## config.mk

```make
export PLATFORM = sky130hd
export DESIGN_NAME = qdlc_top
export DESIGN_NICKNAME = d
export VERILOG_FILES = /design/src/rtl/qdlc_top.v
export VERILOG_INCLUDE_DIRS = /design/src /design/src/rtl
export SDC_FILE = /design/constraint.sdc
export NUM_CORES = 1
export LEC_CHECK = 0
export BUFFER_PORTS_ARGS = -buffer_cell sky130_fd_sc_hd__buf_2
export CORE_AREA = 3 3 139 141
export CTS_CLUSTER_DIAMETER = 60
export CTS_CLUSTER_SIZE = 10
export DETAILED_ROUTE_END_ITERATION = 8
export DIE_AREA = 0 0 142 144
export PLACE_DENSITY_LB_ADDON = 0.25
export REMOVE_ABC_BUFFERS = 1
export SLEW_MARGIN = 0
export SYNTH_ARGS = -nofsm -noshare
export SYNTH_HDL_FRONTEND = slang
export SYNTH_SLANG_ARGS = --single-unit
```

## constraint.sdc

```tcl
create_clock -name core_clk_i -period 1.95 [get_ports core_clk_i]
set_input_delay 0.39 -clock core_clk_i [delete_from_list [all_inputs] [get_ports core_clk_i]]
set_output_delay 0.39 -clock core_clk_i [all_outputs]
set_load 0.02 [all_outputs]
```

## src/rtl/qdlc_defines.vh

```
// Purpose: Constants for the quad DAC load / clear control block
// Assumes: 24-bit serial frames, four channels of 16-bit codes
// Notes:   Included by qdlc_top.v only
`ifndef QDLC_DEFINES_VH
`define QDLC_DEFINES_VH

// ==========================================================
// Frame layout
// ==========================================================
`define QDLC_FRAME_BITS   24
`define QDLC_CODE_BITS    16
`define QDLC_CNT_BITS     5
`define QDLC_RD_BIT       23
`define QDLC_SEL_HI       22
`define QDLC_SEL_LO       20
`define QDLC_CH_HI        17
`define QDLC_CH_LO        16
`define QDLC_HDR_LO       16

// ==========================================================
// Target selects and control bits
// ==========================================================
`define QDLC_SEL_CODE     3'h0
`define QDLC_SEL_CTRL     3'h1
`define QDLC_CTRL_MID_BIT 0
`define QDLC_CTRL_BIP_BIT 1

// ==========================================================
// Codes
// ==========================================================
`define QDLC_CODE_ZERO    16'h0000
`define QDLC_CODE_MSB     16'h8000

`endif

```

## src/rtl/qdlc_top.v

```verilog
// Purpose: Input / DAC register update, clear and serial output control
// Assumes: Serial clock well below half of core_clk_i; pins are async
// Notes:   Frame word and control bit layout are local to this block
`include "qdlc_defines.vh"
`default_nettype none

module qdlc_top
#(
	parameter CH_N = 4
)
(
	// Clock and reset
	input  wire                   core_clk_i,
	input  wire                   rst_b_i,
	// Serial link pins
	input  wire                   sclk_i,
	input  wire                   sync_n_i,
	input  wire                   serial_in_i,
	output reg                    serial_out_o,
	// Update, clear and coding pins
	input  wire                   load_strobe_n_i,
	input  wire                   clear_n_i,
	input  wire                   coding_select_i,
	// Codes to the converters, straight binary
	output reg  [CH_N*16-1:0]     dac_code_o
);

	// ==========================================================
	// Pin synchronisers
	// ==========================================================
	reg  [5:0]  meta_q;            // First stage, read by second only
	reg  [5:0]  sync_q;            // Second stage, safe to use
	reg  [1:0]  prev_q;            // Last sclk / sync_n for edges
	reg         ld_prev_q;         // Last load strobe for its edge

	wire sclk_s   = sync_q[0];     // Serial clock
	wire frame_n  = sync_q[1];     // Frame sync, active low
	wire serial_in_s   = sync_q[2];     // Serial data in
	wire ld_n_s   = sync_q[3];     // Load strobe, active low
	wire clr_n_s  = sync_q[4];     // Clear, active low
	wire bin_s    = sync_q[5];     // High: offset binary

	// Two flops per pin before any logic looks at it
	always @(posedge core_clk_i)
	begin
		if (!rst_b_i)
		begin
			meta_q <= 6'h3b;
			sync_q <= 6'h3b;
		end
		else
		begin
			meta_q <= {coding_select_i, clear_n_i, load_strobe_n_i,
				serial_in_i, sync_n_i, sclk_i};
			sync_q <= meta_q;
		end
	end

	// ==========================================================
	// Edge detection
	// ==========================================================
	wire sclk_fall = prev_q[0] & ~sclk_s;
	wire sclk_rise = ~prev_q[0] & sclk_s;
	wire fr_start  = prev_q[1] & ~frame_n;
	wire fr_end    = ~prev_q[1] & frame_n;
	wire ld_fall   = ld_prev_q & ~ld_n_s;

	// Remember last levels
	always @(posedge core_clk_i)
	begin
		if (!rst_b_i)
		begin
			prev_q    <= 2'h3;
			ld_prev_q <= 1'b1;
		end
		else
		begin
			prev_q    <= sync_q[1:0];
			ld_prev_q <= ld_n_s;
		end
	end

	// ==========================================================
	// Shift register and bit counter
	// ==========================================================
	reg  [23:0] sreg_q;            // Serial shift register
	reg  [4:0]  cnt_q;             // Bits taken this frame
	reg         rd_pend_q;         // Last frame asked for readback
	reg  [7:0]  rd_hdr_q;          // Header echoed with readback
	reg  [1:0]  rd_ch_q;           // Channel to read back
	reg  [CH_N*16-1:0] dac_q;      // DAC registers, raw codes

	wire full_word = (cnt_q == `QDLC_FRAME_BITS);
	wire [2:0] sel = sreg_q[`QDLC_SEL_HI:`QDLC_SEL_LO];
	wire [1:0] ch  = sreg_q[`QDLC_CH_HI:`QDLC_CH_LO];
	wire wr_code   = fr_end & full_word & ~sreg_q[`QDLC_RD_BIT]
		& (sel == `QDLC_SEL_CODE);
	wire wr_ctrl   = fr_end & full_word & ~sreg_q[`QDLC_RD_BIT]
		& (sel == `QDLC_SEL_CTRL);
	wire rd_req    = fr_end & full_word & sreg_q[`QDLC_RD_BIT];

	// Shift in on falling sclk inside a frame; reload for readback
	always @(posedge core_clk_i)
	begin
		if (!rst_b_i)
		begin
			sreg_q    <= 24'h000000;
			cnt_q     <= 5'h00;
			rd_pend_q <= 1'b0;
			rd_hdr_q  <= 8'h00;
			rd_ch_q   <= 2'h0;
		end
		else
		begin
			if (fr_start)
				cnt_q <= 5'h00;
			else if (!frame_n && sclk_fall)
			begin
				sreg_q <= {sreg_q[22:0], serial_in_s};
				if (!full_word)
					cnt_q <= cnt_q + 5'h01;
			end
			// Readback data replaces the word, sent next frame
			if (rd_req)
			begin
				rd_pend_q <= 1'b1;
				rd_hdr_q  <= sreg_q[23:`QDLC_HDR_LO];
				rd_ch_q   <= ch;
			end
			else if (rd_pend_q)
			begin
				rd_pend_q <= 1'b0;
				sreg_q <= {rd_hdr_q, dac_q[rd_ch_q*16 +: 16]};
			end
		end
	end

	// ==========================================================
	// Serial output
	// ==========================================================
	// MSB shown at frame start, then one bit per rising sclk so
	// the far end sees it settled at the falling edge
	always @(posedge core_clk_i)
	begin
		if (!rst_b_i)
			serial_out_o <= 1'b0;
		else if (fr_start || (!frame_n && sclk_rise))
			serial_out_o <= sreg_q[23];
	end

	// ==========================================================
	// Control bits written over the link
	// ==========================================================
	reg mid_q;                     // Clear to midscale when set
	reg bip_q;                     // Bipolar output range selected

	// Clear choice lives here since no pin carries it
	always @(posedge core_clk_i)
	begin
		if (!rst_b_i)
		begin
			mid_q <= 1'b0;
			bip_q <= 1'b0;
		end
		else if (wr_ctrl)
		begin
			mid_q <= sreg_q[`QDLC_CTRL_MID_BIT];
			bip_q <= sreg_q[`QDLC_CTRL_BIP_BIT];
		end
	end

	// Raw code that gives zero / mid scale in the current coding
	wire twos = bip_q & ~bin_s;
	wire [15:0] clr_code = (mid_q ^ twos) ? `QDLC_CODE_MSB
		: `QDLC_CODE_ZERO;

	// ==========================================================
	// Input and DAC registers, one set per channel
	// ==========================================================
	reg  [CH_N*16-1:0] inp_q;      // Input (pending) registers

	genvar g;
	generate
		for (g = 0; g < CH_N; g = g + 1)
		begin : g_ch
			wire hit = wr_code & (ch == g);
			// Clear beats every load, it is a level
			always @(posedge core_clk_i)
			begin
				if (!rst_b_i)
				begin
					inp_q[g*16 +: 16] <= `QDLC_CODE_ZERO;
					dac_q[g*16 +: 16] <= `QDLC_CODE_ZERO;
				end
				else
				begin
					if (hit)
						inp_q[g*16 +: 16] <= sreg_q[15:0];
					if (!clr_n_s)
						dac_q[g*16 +: 16] <= clr_code;
					else if (hit && !ld_n_s)
						dac_q[g*16 +: 16] <= sreg_q[15:0];
					else if (ld_fall)
						dac_q[g*16 +: 16] <= inp_q[g*16 +: 16];
				end
			end
			// Straight binary to converter; twos complement flips MSB
			always @(posedge core_clk_i)
			begin
				if (!rst_b_i)
					dac_code_o[g*16 +: 16] <= `QDLC_CODE_ZERO;
				else if (twos)
					dac_code_o[g*16 +: 16] <= dac_q[g*16 +: 16]
						^ `QDLC_CODE_MSB;
				else
					dac_code_o[g*16 +: 16] <= dac_q[g*16 +: 16];
			end
		end
	endgenerate

endmodule // qdlc_top

`default_nettype wire

```

### Word-level counts from Yosys, hierarchy flattened

Cells that the tools add are included.

| cells by class | value |
|---|---|
| reduce and logical (&&, ||, !) cells | 13 |
| bitwise logic cells | 29 |
| shift-type cells | 1 |
| add/sub/neg operators | 1 |
| equal/unequal tests | 9 |
| multiplexer cells | 22 |

Operators with widths:

| operator | number |
|---|---|
| $mux 16 | 17 |
| $mux 24 | 4 |
| $shiftx 64x7->16 | 1 |
| $and 1x1->1 | 15 |
| $not 1->1 | 13 |
| $ne 3x1->1 const B | 4 |
| $logic_and 1x1->1 | 6 |
| $add 5x1->5 const B | 1 |
| $eq 5x5->1 const B | 1 |
| $eq 2x2->1 const B | 2 |
| $eq 3x1->1 const B | 1 |
| $logic_not 3->1 | 1 |
| $eq 2x1->1 const B | 1 |
| $logic_not 1->1 | 2 |
| $logic_not 2->1 | 1 |
| $reduce_and 2->1 | 1 |
| $reduce_or 2->1 | 1 |
| $logic_or 1x1->1 | 1 |
| $mux 1 | 1 |
| $xor 1x1->1 | 1 |

| storage, ports and cells | value |
|---|---|
| register bits | 250 |
| output and inout port bits | 65 |
| input port bits | 8 |

### Logic depth before layout (Yosys ltp)

Gate-level depths: netlist of run 1.

| depth | value |
|---|---|
| depth in word-level cells | 9 |
| gate-level depth with buffers | 9 |
| gate-level depth less buffers | 6 |

### Least setup slack after synthesis of run 1

OpenSTA, ideal clock, no wires.

| timing path | value |
|---|---|
| path kind | register to register |
| from | register cnt_q[0] |
| to | register dac_q[37] |
| period minus slack after synthesis | 1.908 ns |
| slack | 0.042 ns |
| data required time | 1.828 ns |
| buffers on the path | 2 |
| cell stages (with the launch flop) | 9 |
| setup time | 0.122 ns |
| data arrival time | 1.786 ns |
| path through | dfxtp_1 > inv_1 > ha_1 > and4b_1 > buf_2 > nand4_4 > nor2b_4 > buf_6 > a221o_1 |

| between the ends | value |
|---|---|
| cells in the longest elaborated chain, start to end | 8 |
| elaborated cells on any way between the ends | 9 |

Ends and longest elaborated chain:

| what | line | source |
|---|---|---|
| start, declared | qdlc_top.v:87 | `reg [4:0] cnt_q;` |
| start signal, assigned | qdlc_top.v:121 | `cnt_q <= cnt_q + 5'h01;` |
| $eq 5x5->1 (no line) * | n/a |  |
| $and 1x1->1 * (3 in series) | qdlc_top.v:96 | `` wire wr_code = fr_end & full_word & ~sreg_q[`QDLC_RD_BIT] `` |
| $and 1x1->1 * | qdlc_top.v:186 | `wire hit = wr_code & (ch == g);` |
| $logic_and 1x1->1 * | qdlc_top.v:201 | `else if (hit && !ld_n_s)` |
| $mux 16 | qdlc_top.v:201 |  |
| $mux 16 | qdlc_top.v:199 | `if (!clr_n_s)` |
| end signal, assigned by index | qdlc_top.v:200 | `dac_q[g*16 +: 16] <= clr_code;` |
| end signal, assigned by index | qdlc_top.v:202 | `dac_q[g*16 +: 16] <= sreg_q[15:0];` |
| end signal, assigned by index | qdlc_top.v:204 | `dac_q[g*16 +: 16] <= inp_q[g*16 +: 16];` |
| end, declared | qdlc_top.v:91 | `reg [CH_N*16-1:0] dac_q;` |

Every way passes the cells marked *; elsewhere a longest branch is shown, timed or not.
A chain may end at the register's enable or synchronous reset.

### Worst setup path in the final report of run 1

| timing path | value |
|---|---|
| from | register cnt_q[1] |
| to | register dac_q[41] |

Same word-level chain as after synthesis.

==> impl_results.md, run 1 <==
* CP Class: flop to flop
* Leak Pwr at 5.15 nW
* First-pass GRT wire length at 36.2 mm
* RePlAce Congestion at 0.806
* Row cnt at 49
* Worst slack at placement at -0.0315 ns
* CTS buffer count at 28
* Synth Register Bits at 248
* Clock latency on the worst-skew pair at 0.53 ns
* Syn_area_per_cell at 11.5 µm²
* Critical Path RT at 2.36 ns
* Largest net degree at the start of global routing at 182
* Worst Hold Class: input port to flop
* Hold Startpoint: coding_select_i
* CTS Buffer Depth at 3
* WHS at 0.0500 ns
* DP Wirelength at 14.1 mm
* Final Cycle Share at 96.5%
* Routed vias/inst at 5.94
* Gate Count Post-Synth at 845
* Post-synth EDFFs at 0
* Crit path launch: cnt_q[1]$_SDFFE_PP0P_
* Main synth FF type: dfxtp_1
* Yosys cell types at 38
* MaxCap Viol Count at 0
* Die ar. at 20400 µm²
* Peak Freq at 531 MHz
* Worst setup EP type: flop
* Fraction of layout instances using a drive strength above 1 at 20.5%
* Root Buffer: clkbuf_16
* # diodes at 0
* Crit-path max FO at 18
* Setup tns final at 0 ns
* Final WS setup at 0.0673 ns
* Largest area contributor in the netlist: dfxtp_1
* Core region area at 18100 µm²
* Initial Util at 53.7%
* Pwr Density at 857 nW/µm²
* Via count at 6835
* Yosys warns at 0
* CTS tree: yes
* RSZ-0062 raised after global routing: false
* Commonest non-fill, non-tap cell in the layout: dfxtp_1
* Routed Antenna Nets at 0
* Drt pass-1 iters at 6
* Worst-path clk slew at 0.05 ns
* Synth async-reset ratio at 0%
* Post-synthesis sequential area ratio at 51.1%
* Number of global-route vias before repair at 7007
* Reg2reg start: cnt_q[1]$_SDFFE_PP0P_
* Mapped Area at 9720 µm²
* Buffers on Ports at 72
* CTS sink count at 248
* Crit start category: flop
* Post-Route Skew at 0.0149 ns
* Post-layout util at 62.9%
* H-tree depth at 1
* Die Y at 144 µm
* Drt wl/cell at 20.2 µm
* Die Wd at 142 µm
* Slew Limit Fails at 0
* # setup viols final at 0
* Drt drc at 0
* Initial antenna violation count at 0
* Top-Level Pins at 73
* Most frequent cells in the layout: dfxtp_1, mux2i_1, and2_1
* Post-CTS Hold Buffers at 0
* Nets@finish at 932
* P&R area growth vs syn at 17.0%
* Top cell type's share of synthesized area at 51.1%
* Worst slew pin tran at 0.677 ns
* Fin. Hold Viols at 0
* DRT iter0 DRCs at 466
* Total Wirelength at 23.2 mm
* Final min period at 1.88 ns
* Status: finished clean
* Relative slew slack at 54.8%
* Overall routing resource usage at 21.9%
* Global route overflow at 0
* Peak supply drop at 779 µV
* Worst Path Arrival at 2.29 ns
* Synth area leaders: dfxtp_1, mux2i_1, a221o_1
## stage by stage
step / cells / area, µm² / power [mW]
finish: 1151 / 11400 / 9.75
global route: 1151 / 11400 / 10.0
CTS: 1141 / 11200 / 9.82
detailed placement: 1111 / 10400 / 5.41
global placement: 1111 / 10400 / 5.40
floorplan: 776 / 9400 / 5.30
## synth_stat cells (3+ instances only)
cell and n:
clkbuf_1 38, nor2_1 6, and4_1 5, mux2_2 4, nor2b_1 78, inv_1 4
a311oi_1 4, nor3b_1 66, and2_1 82, nand2_1 27, nor2b_4 4, nand4_4 4
buf_6 4, nand4_1 3, a221o_1 60, buf_2 25, o211a_1 24, nand2b_1 15
dfxtp_1 248, mux4_2 16, xor2_1 8, mux2i_1 97
## flip-flops by register name, summed over array words and instances, names as in the netlist, 2 cells and up
| register | flops |
|---|---|
| cnt_q | 5 |
| rd_hdr_q | 8 |
| meta_q | 6 |
| dac_code_o | 64 |
| sync_q | 6 |
| dac_q | 64 |
| inp_q | 64 |
| sreg_q | 24 |
| prev_q | 2 |
## report_power, final
part	total [mW]	internal, mW	switching [mW]
Combinational	0.205	0.0774	0.128
Clock	4.44	2.62	1.81
Sequential	5.10	5.09	0.0140
## final timing paths
kind / slack (ns) / endpoint / depth (start not counted)
worst max-delay path: 0.07 / dac_q[41]$_SDFFE_PN0P_ / 8
worst min-delay path: 0.05 / meta_q[5]$_SDFF_PN1_ / 2
worst min register to register: 0.41 / sync_q[3]$_SDFF_PN1_ / 1
worst max register to register: 0.07 / dac_q[41]$_SDFFE_PN0P_ / 8
## cell families (layout without fill, tap and decap cells)
family,Yosys count,after routing,synth area share (%)
buffers and inverters,73,150,3.45
AOI/OAI and AO/OA,95,95,9.42
adders and majority gates,2,2,0.257
xor gates and xnor gates,9,9,0.811
DFF,248,248,51.1
muxes,117,117,14.2
and+or+nand+nor,301,301,20.8
## worst max-delay path: stages, from the launching register on
cell	delay, ns
dfxtp_2	0.34
inv_2	0.07
ha_4	0.13
and4b_2	0.29
buf_12	0.14
and4_2	0.26
buf_8	0.19
nor3b_1	0.08
a221o_1	0.28
## per-layer routing
| layer | global-route usage (%) | vias to the layer above | wire length [µm] |
|---|---|---|---|
| met5 | 0 | - | 0 |
| li1 | - | 3154 | - |
| met3 | 3.54 | 72 | 1230 |
| met4 | 8.33 | 0 | 823 |
| met1 | 27.6 | 3350 | 9850 |
| met2 | 38.0 | 259 | 11300 |
## area by class of cell
type                            count  area [µm²]
Timing Repair Buffer              116         915
Inverter                            4        15.0
Clock buffer                       30         739
Sequential cell                   248        4970
Fill cell                        1406        6710
Tap cell                          229         287
Multi-Input combinational cell    524        4450
## what timing repair did
item	CTS	global route
setup buffers	0	6
cloned	0	5
setup endpoints to repair	3	87
pin swaps	0	3
gates resized for setup	1	26
endpoints found under the hold margin	0	0
Note: power is estimated with default switching activity, not from simulation.
==> run 2: changes to the inputs <==
- ABC_AREA: default -> 1
- CORE_AREA: 3 3 139 141 -> 2 2 141 143
- DIE_AREA: 0 0 142 144 -> 0 0 143 145
==> run 2 against run 1 <==
Clock-buffer cell count stayed put; final cell count increased by 44%; clock power grew 1%; sequential power barely moved; sequential share of layout area shrank 1.6 points.
==> impl_results.md, run 2 <==
* Mapped Area at 10200 µm² (+4.8%)
* Worst Hold Class: input port to flop
* Top cells by count, synth: dfxtp_1, nand2_1, inv_1
* Post-Synth XOR/XNOR Area at 0% (-0.81 points)
* Largest area contributor in the netlist: dfxtp_1
* Most frequent cells in the layout: dfxtp_1, nand2_1, inv_1
* Worst Path Arrival at 2.31 ns (+0.02 ns)
* Largest registers: dac_code_o (64), dac_q (64), inp_q (64)
* Sw Share at 21.5% (+1.4 points)
* Drt wl/cell at 16.0 µm (-20%)
* Synth async-reset ratio at 0% (unchanged)
* Nets@finish at 1404 (+51%)
* Top cell type's share of synthesized area at 48.7% (-2.3 points)
* Slew Limit Fails at 0 (unchanged)
* Peak Freq at 529 MHz (-0.36%)
* Peak supply drop at 716 µV (-8.2%)
* CTS tree: yes
* FILL cells at 1748 (+24%)
* Crit start category: flop
* Hold Startpoint: sclk_i
* Yosys warns at 0 (unchanged)
* Slowest-stage cell, CP: dfxtp_1
* Drt pass-1 iters at 5 (-1)
* Slowest stage delay, CP at 0.33 ns (about the same)
* Synth Area in Compound Gates at 18.1% (+8.7 points)
* # setup viols final at 0 (unchanged)
* Top-Level Pins at 73 (unchanged)
* R2R cell count at 10 (+2)
* Placed Instances at 1624 (+46%)
* RePlAce Congestion at 0.869 (+7.8%)
* Routed Antenna Nets at 0 (unchanged)
* Crit path cell chain: inv_1, ha_2, nand2_2, nor2_4, nand3_4, nor2_8, nand2_1, buf_6, o21ai_0, a21oi_1
* Fraction of layout instances using a drive strength above 1 at 17.2% (-3.3 points)
* Final Cycle Share at 96.9% (+0.35 points)
* Syn_area_per_cell at 7.66 µm² (-33%)
* Largest family of logic cells by synthesized area: simple AND/OR/NAND/NOR gates
* FF/Latch Area at 4970 µm² (about the same)
* Overall routing resource usage at 25.1% (+3.2 points)
* First-pass GRT wire length at 41.9 mm (+16%)
* Worst slew pin tran at 0.557 ns (-0.121 ns)
* Worst setup EP type: flop
* Die Wd at 143 µm (+0.70%)
* Die ar. at 20700 µm² (+1.4%)
* CTS sink count at 248 (unchanged)
* Final min period at 1.89 ns (+0.00689 ns)
* WHS Path Cells at 2 (unchanged)
* Cell with the most instances after synthesis: dfxtp_1
* RSZ-0062 raised after global routing: true
* Post-Route Skew at 0.0199 ns (+0.00507 ns)
* Root Buffer: clkbuf_16
* Buffers on Ports at 72 (unchanged)
* Relative slew slack at 62.8% (+8.0 points)
* Synth area leaders: dfxtp_1, nand2_1, o21ai_0
* Area of the multi-input gates at 4200 µm² (-5.6%)
* CTS Buffer Depth at 3 (unchanged)
* Yosys cell types at 33 (-13%)
* Via count at 8976 (+31%)
* Psw at 2.13 mW (+9.0%)
* Post-synthesis sequential area ratio at 48.7% (-2.3 points)
* Main synth FF type: dfxtp_1
* Critical Path RT at 2.38 ns (+0.02 ns)
* MaxCap Viol Count at 0 (unchanged)
* Leak Pwr at 5.20 nW (+0.98%)
* DP Wirelength at 17.1 mm (+21%)
* Die Y at 145 µm (+0.69%)
* Post-synthesis simple-gate area fraction at 22.2% (+1.4 points)
* Number of global-route vias before repair at 8109 (+16%)
* Clk pwr share at 45.2% (-0.3 points)
* H-tree depth at 1 (unchanged)
* Largest net degree at the start of global routing at 74 (-59%)
* Logic pwr share at 3.4% (+1.3 points)
* Row cnt at 51 (+4.1%)
* Core region area at 19200 µm² (+6.2%)
* Post-synth EDFFs at 0 (unchanged)
* Post-Synth Adder-Cell Area at 0.246% (-0.012 points)
* Routed vias/inst at 5.41 (-8.9%)
* Worst slack at placement at -0.108 ns (-0.0768 ns)
* CP Class: flop to flop
* Int Power at 7.80 mW (+0.19%)
* Total Wirelength at 26.6 mm (+15%)
* Commonest non-fill, non-tap cell in the layout: dfxtp_1
* Global route overflow at 0 (unchanged)
* Fin cells at 1659 (+44%)
* # diodes at 0 (unchanged)
* Gate Count Post-Synth at 1329 (+57%)
* Initial antenna violation count at 0 (unchanged)
* Crit-path max FO at 26 (+8)
* Reg2reg setup slack at 0.06 ns (about the same)
* Post-synthesis mux area share at 0% (-14 points)
* Synth Register Bits at 248 (unchanged)
* Clock latency on the worst-skew pair at 0.54 ns (about the same)
* Min-Delay Endpoint: meta_q[0]$_SDFF_PN1_
* Fin. Hold Viols at 0 (unchanged)
* P&R area growth vs syn at 15.9%
* CTS buffer count at 28 (unchanged)
* Initial Util at 53.0% (-0.71 points)
* Drt drc at 0 (unchanged)
* Status: finished clean
* Sequential share of power at 51.4% (-1.0 points)
* Worst-path clk slew at 0.06 ns (about the same)
* Reg2reg start: cnt_q[1]$_SDFFE_PP0P_
* Final WS setup at 0.0604 ns (-0.00689 ns)
* FF-to-FF End: inp_q[50]$_SDFFE_PN0P_
* DRT iter0 DRCs at 753 (+62%)
* Pwr Density at 841 nW/µm² (-1.8%)
-- run 2: cell count changes after synthesis, moves of 40 or more --
cell,before,now
a221o_1,60,0
nand3_1,2,71
mux2i_1,97,0
and2_1,82,0
a21oi_1,2,93
nor2_1,6,77
inv_1,4,169
nand4_1,3,67
nor2b_1,78,0
o21ai_2,0,40
nor3b_1,66,2
nand2_1,27,227
o21ai_0,2,157
-- run 2: layout make-up --
cell class                 instances  share of cell area (%)
clock buffer                      30                    6.26
multi-input combinational        813                    35.6
timing repair buffer             124                    7.52
tap                              265                    2.81
sequential                       248                    42.0
inverter                         179                    5.77
-- run 2: metal layers --
metal | global-route usage, % | wire [µm] | vias to the layer above
met4 | 9.26 | 944 | 0
met3 | 3.60 | 1580 | 71
met2 | 42.1 | 12800 | 300
met1 | 32.8 | 11300 | 4133
li1 | - | - | 4472
met5 | 0 | 0 | -
-- run 2: through the flow --
| step | util, % | hold slack (ns) | TNS, ns | area, µm² | power [mW] |
|---|---|---|---|---|---|
| global route | 61.5 | 0.0459 | -0.132 | 11800 | 10.2 |
| floorplan | - | 0.390 | -50.74 | 9760 | 5.37 |
| CTS | 60.9 | 0.0345 | 0 | 11700 | 9.98 |
| global placement | 56.9 | 0.396 | 0 | 10900 | 5.53 |
| finish | 61.5 | 0.0511 | 0 | 11800 | 9.94 |
| detailed placement | 56.9 | 0.400 | -0.682 | 10900 | 5.53 |
-- run 2: worst max-delay path: cells and delay by family, from the launching register on --
kind / cells / cell delay (ns)
adders and majority gates: 1 / 0.19
AOI/OAI and AO/OA: 2 / 0.26
buffers and inverters: 2 / 0.28
DFF: 1 / 0.33
and+or+nand+nor: 5 / 0.72
-- run 2: kinds of logic (layout without fill, tap and decap cells) --
logic type,Yosys count,count (layout)
AOI/OAI and AO/OA,328,328
and+or+nand+nor,482,483
buffers and inverters,269,333
adders and majority gates,2,2
DFF,248,248
-- run 2: what timing repair did --
item                                    in CTS  in global routing
pin swaps                                    1                  4
gates cloned                                 1                  1
resized for setup                            3                 41
hold endpoints to repair                     0                  0
buffers inserted                             1                  2
hold buffers                                 0                  0
endpoints found under the setup margin      19                145
-- run 2: power groups by stage --
stage | Sequential [mW] | Combinational [mW] | Clock, mW
after floorplan | 5.22 | 0.148 | 0
after global placement | 5.21 | 0.316 | 0
after detailed placement | 5.21 | 0.319 | 0
after CTS | 5.10 | 0.320 | 4.56
after global routing | 5.10 | 0.370 | 4.75
final | 5.10 | 0.341 | 4.49
-- run 2: how the worst max path moves through the flow --
| stage | start | end | slack, ns | cells after the start |
|---|---|---|---|---|
| after floorplan | cnt_q[0]$_SDFFE_PP0P_ | inp_q[0]$_SDFFE_PN0P_ | -0.50 | 9 |
| after global placement | cnt_q[0]$_SDFFE_PP0P_ | dac_q[51]$_SDFFE_PN0P_ | 0.01 | 10 |
| after detailed placement | cnt_q[0]$_SDFFE_PP0P_ | dac_q[52]$_SDFFE_PN0P_ | -0.11 | 10 |
| after CTS | cnt_q[0]$_SDFFE_PP0P_ | dac_q[52]$_SDFFE_PN0P_ | 0.0004 | 11 |
| after global routing | cnt_q[1]$_SDFFE_PP0P_ | inp_q[50]$_SDFFE_PN0P_ | -0.05 | 10 |
| final | cnt_q[1]$_SDFFE_PP0P_ | inp_q[50]$_SDFFE_PN0P_ | 0.06 | 10 |
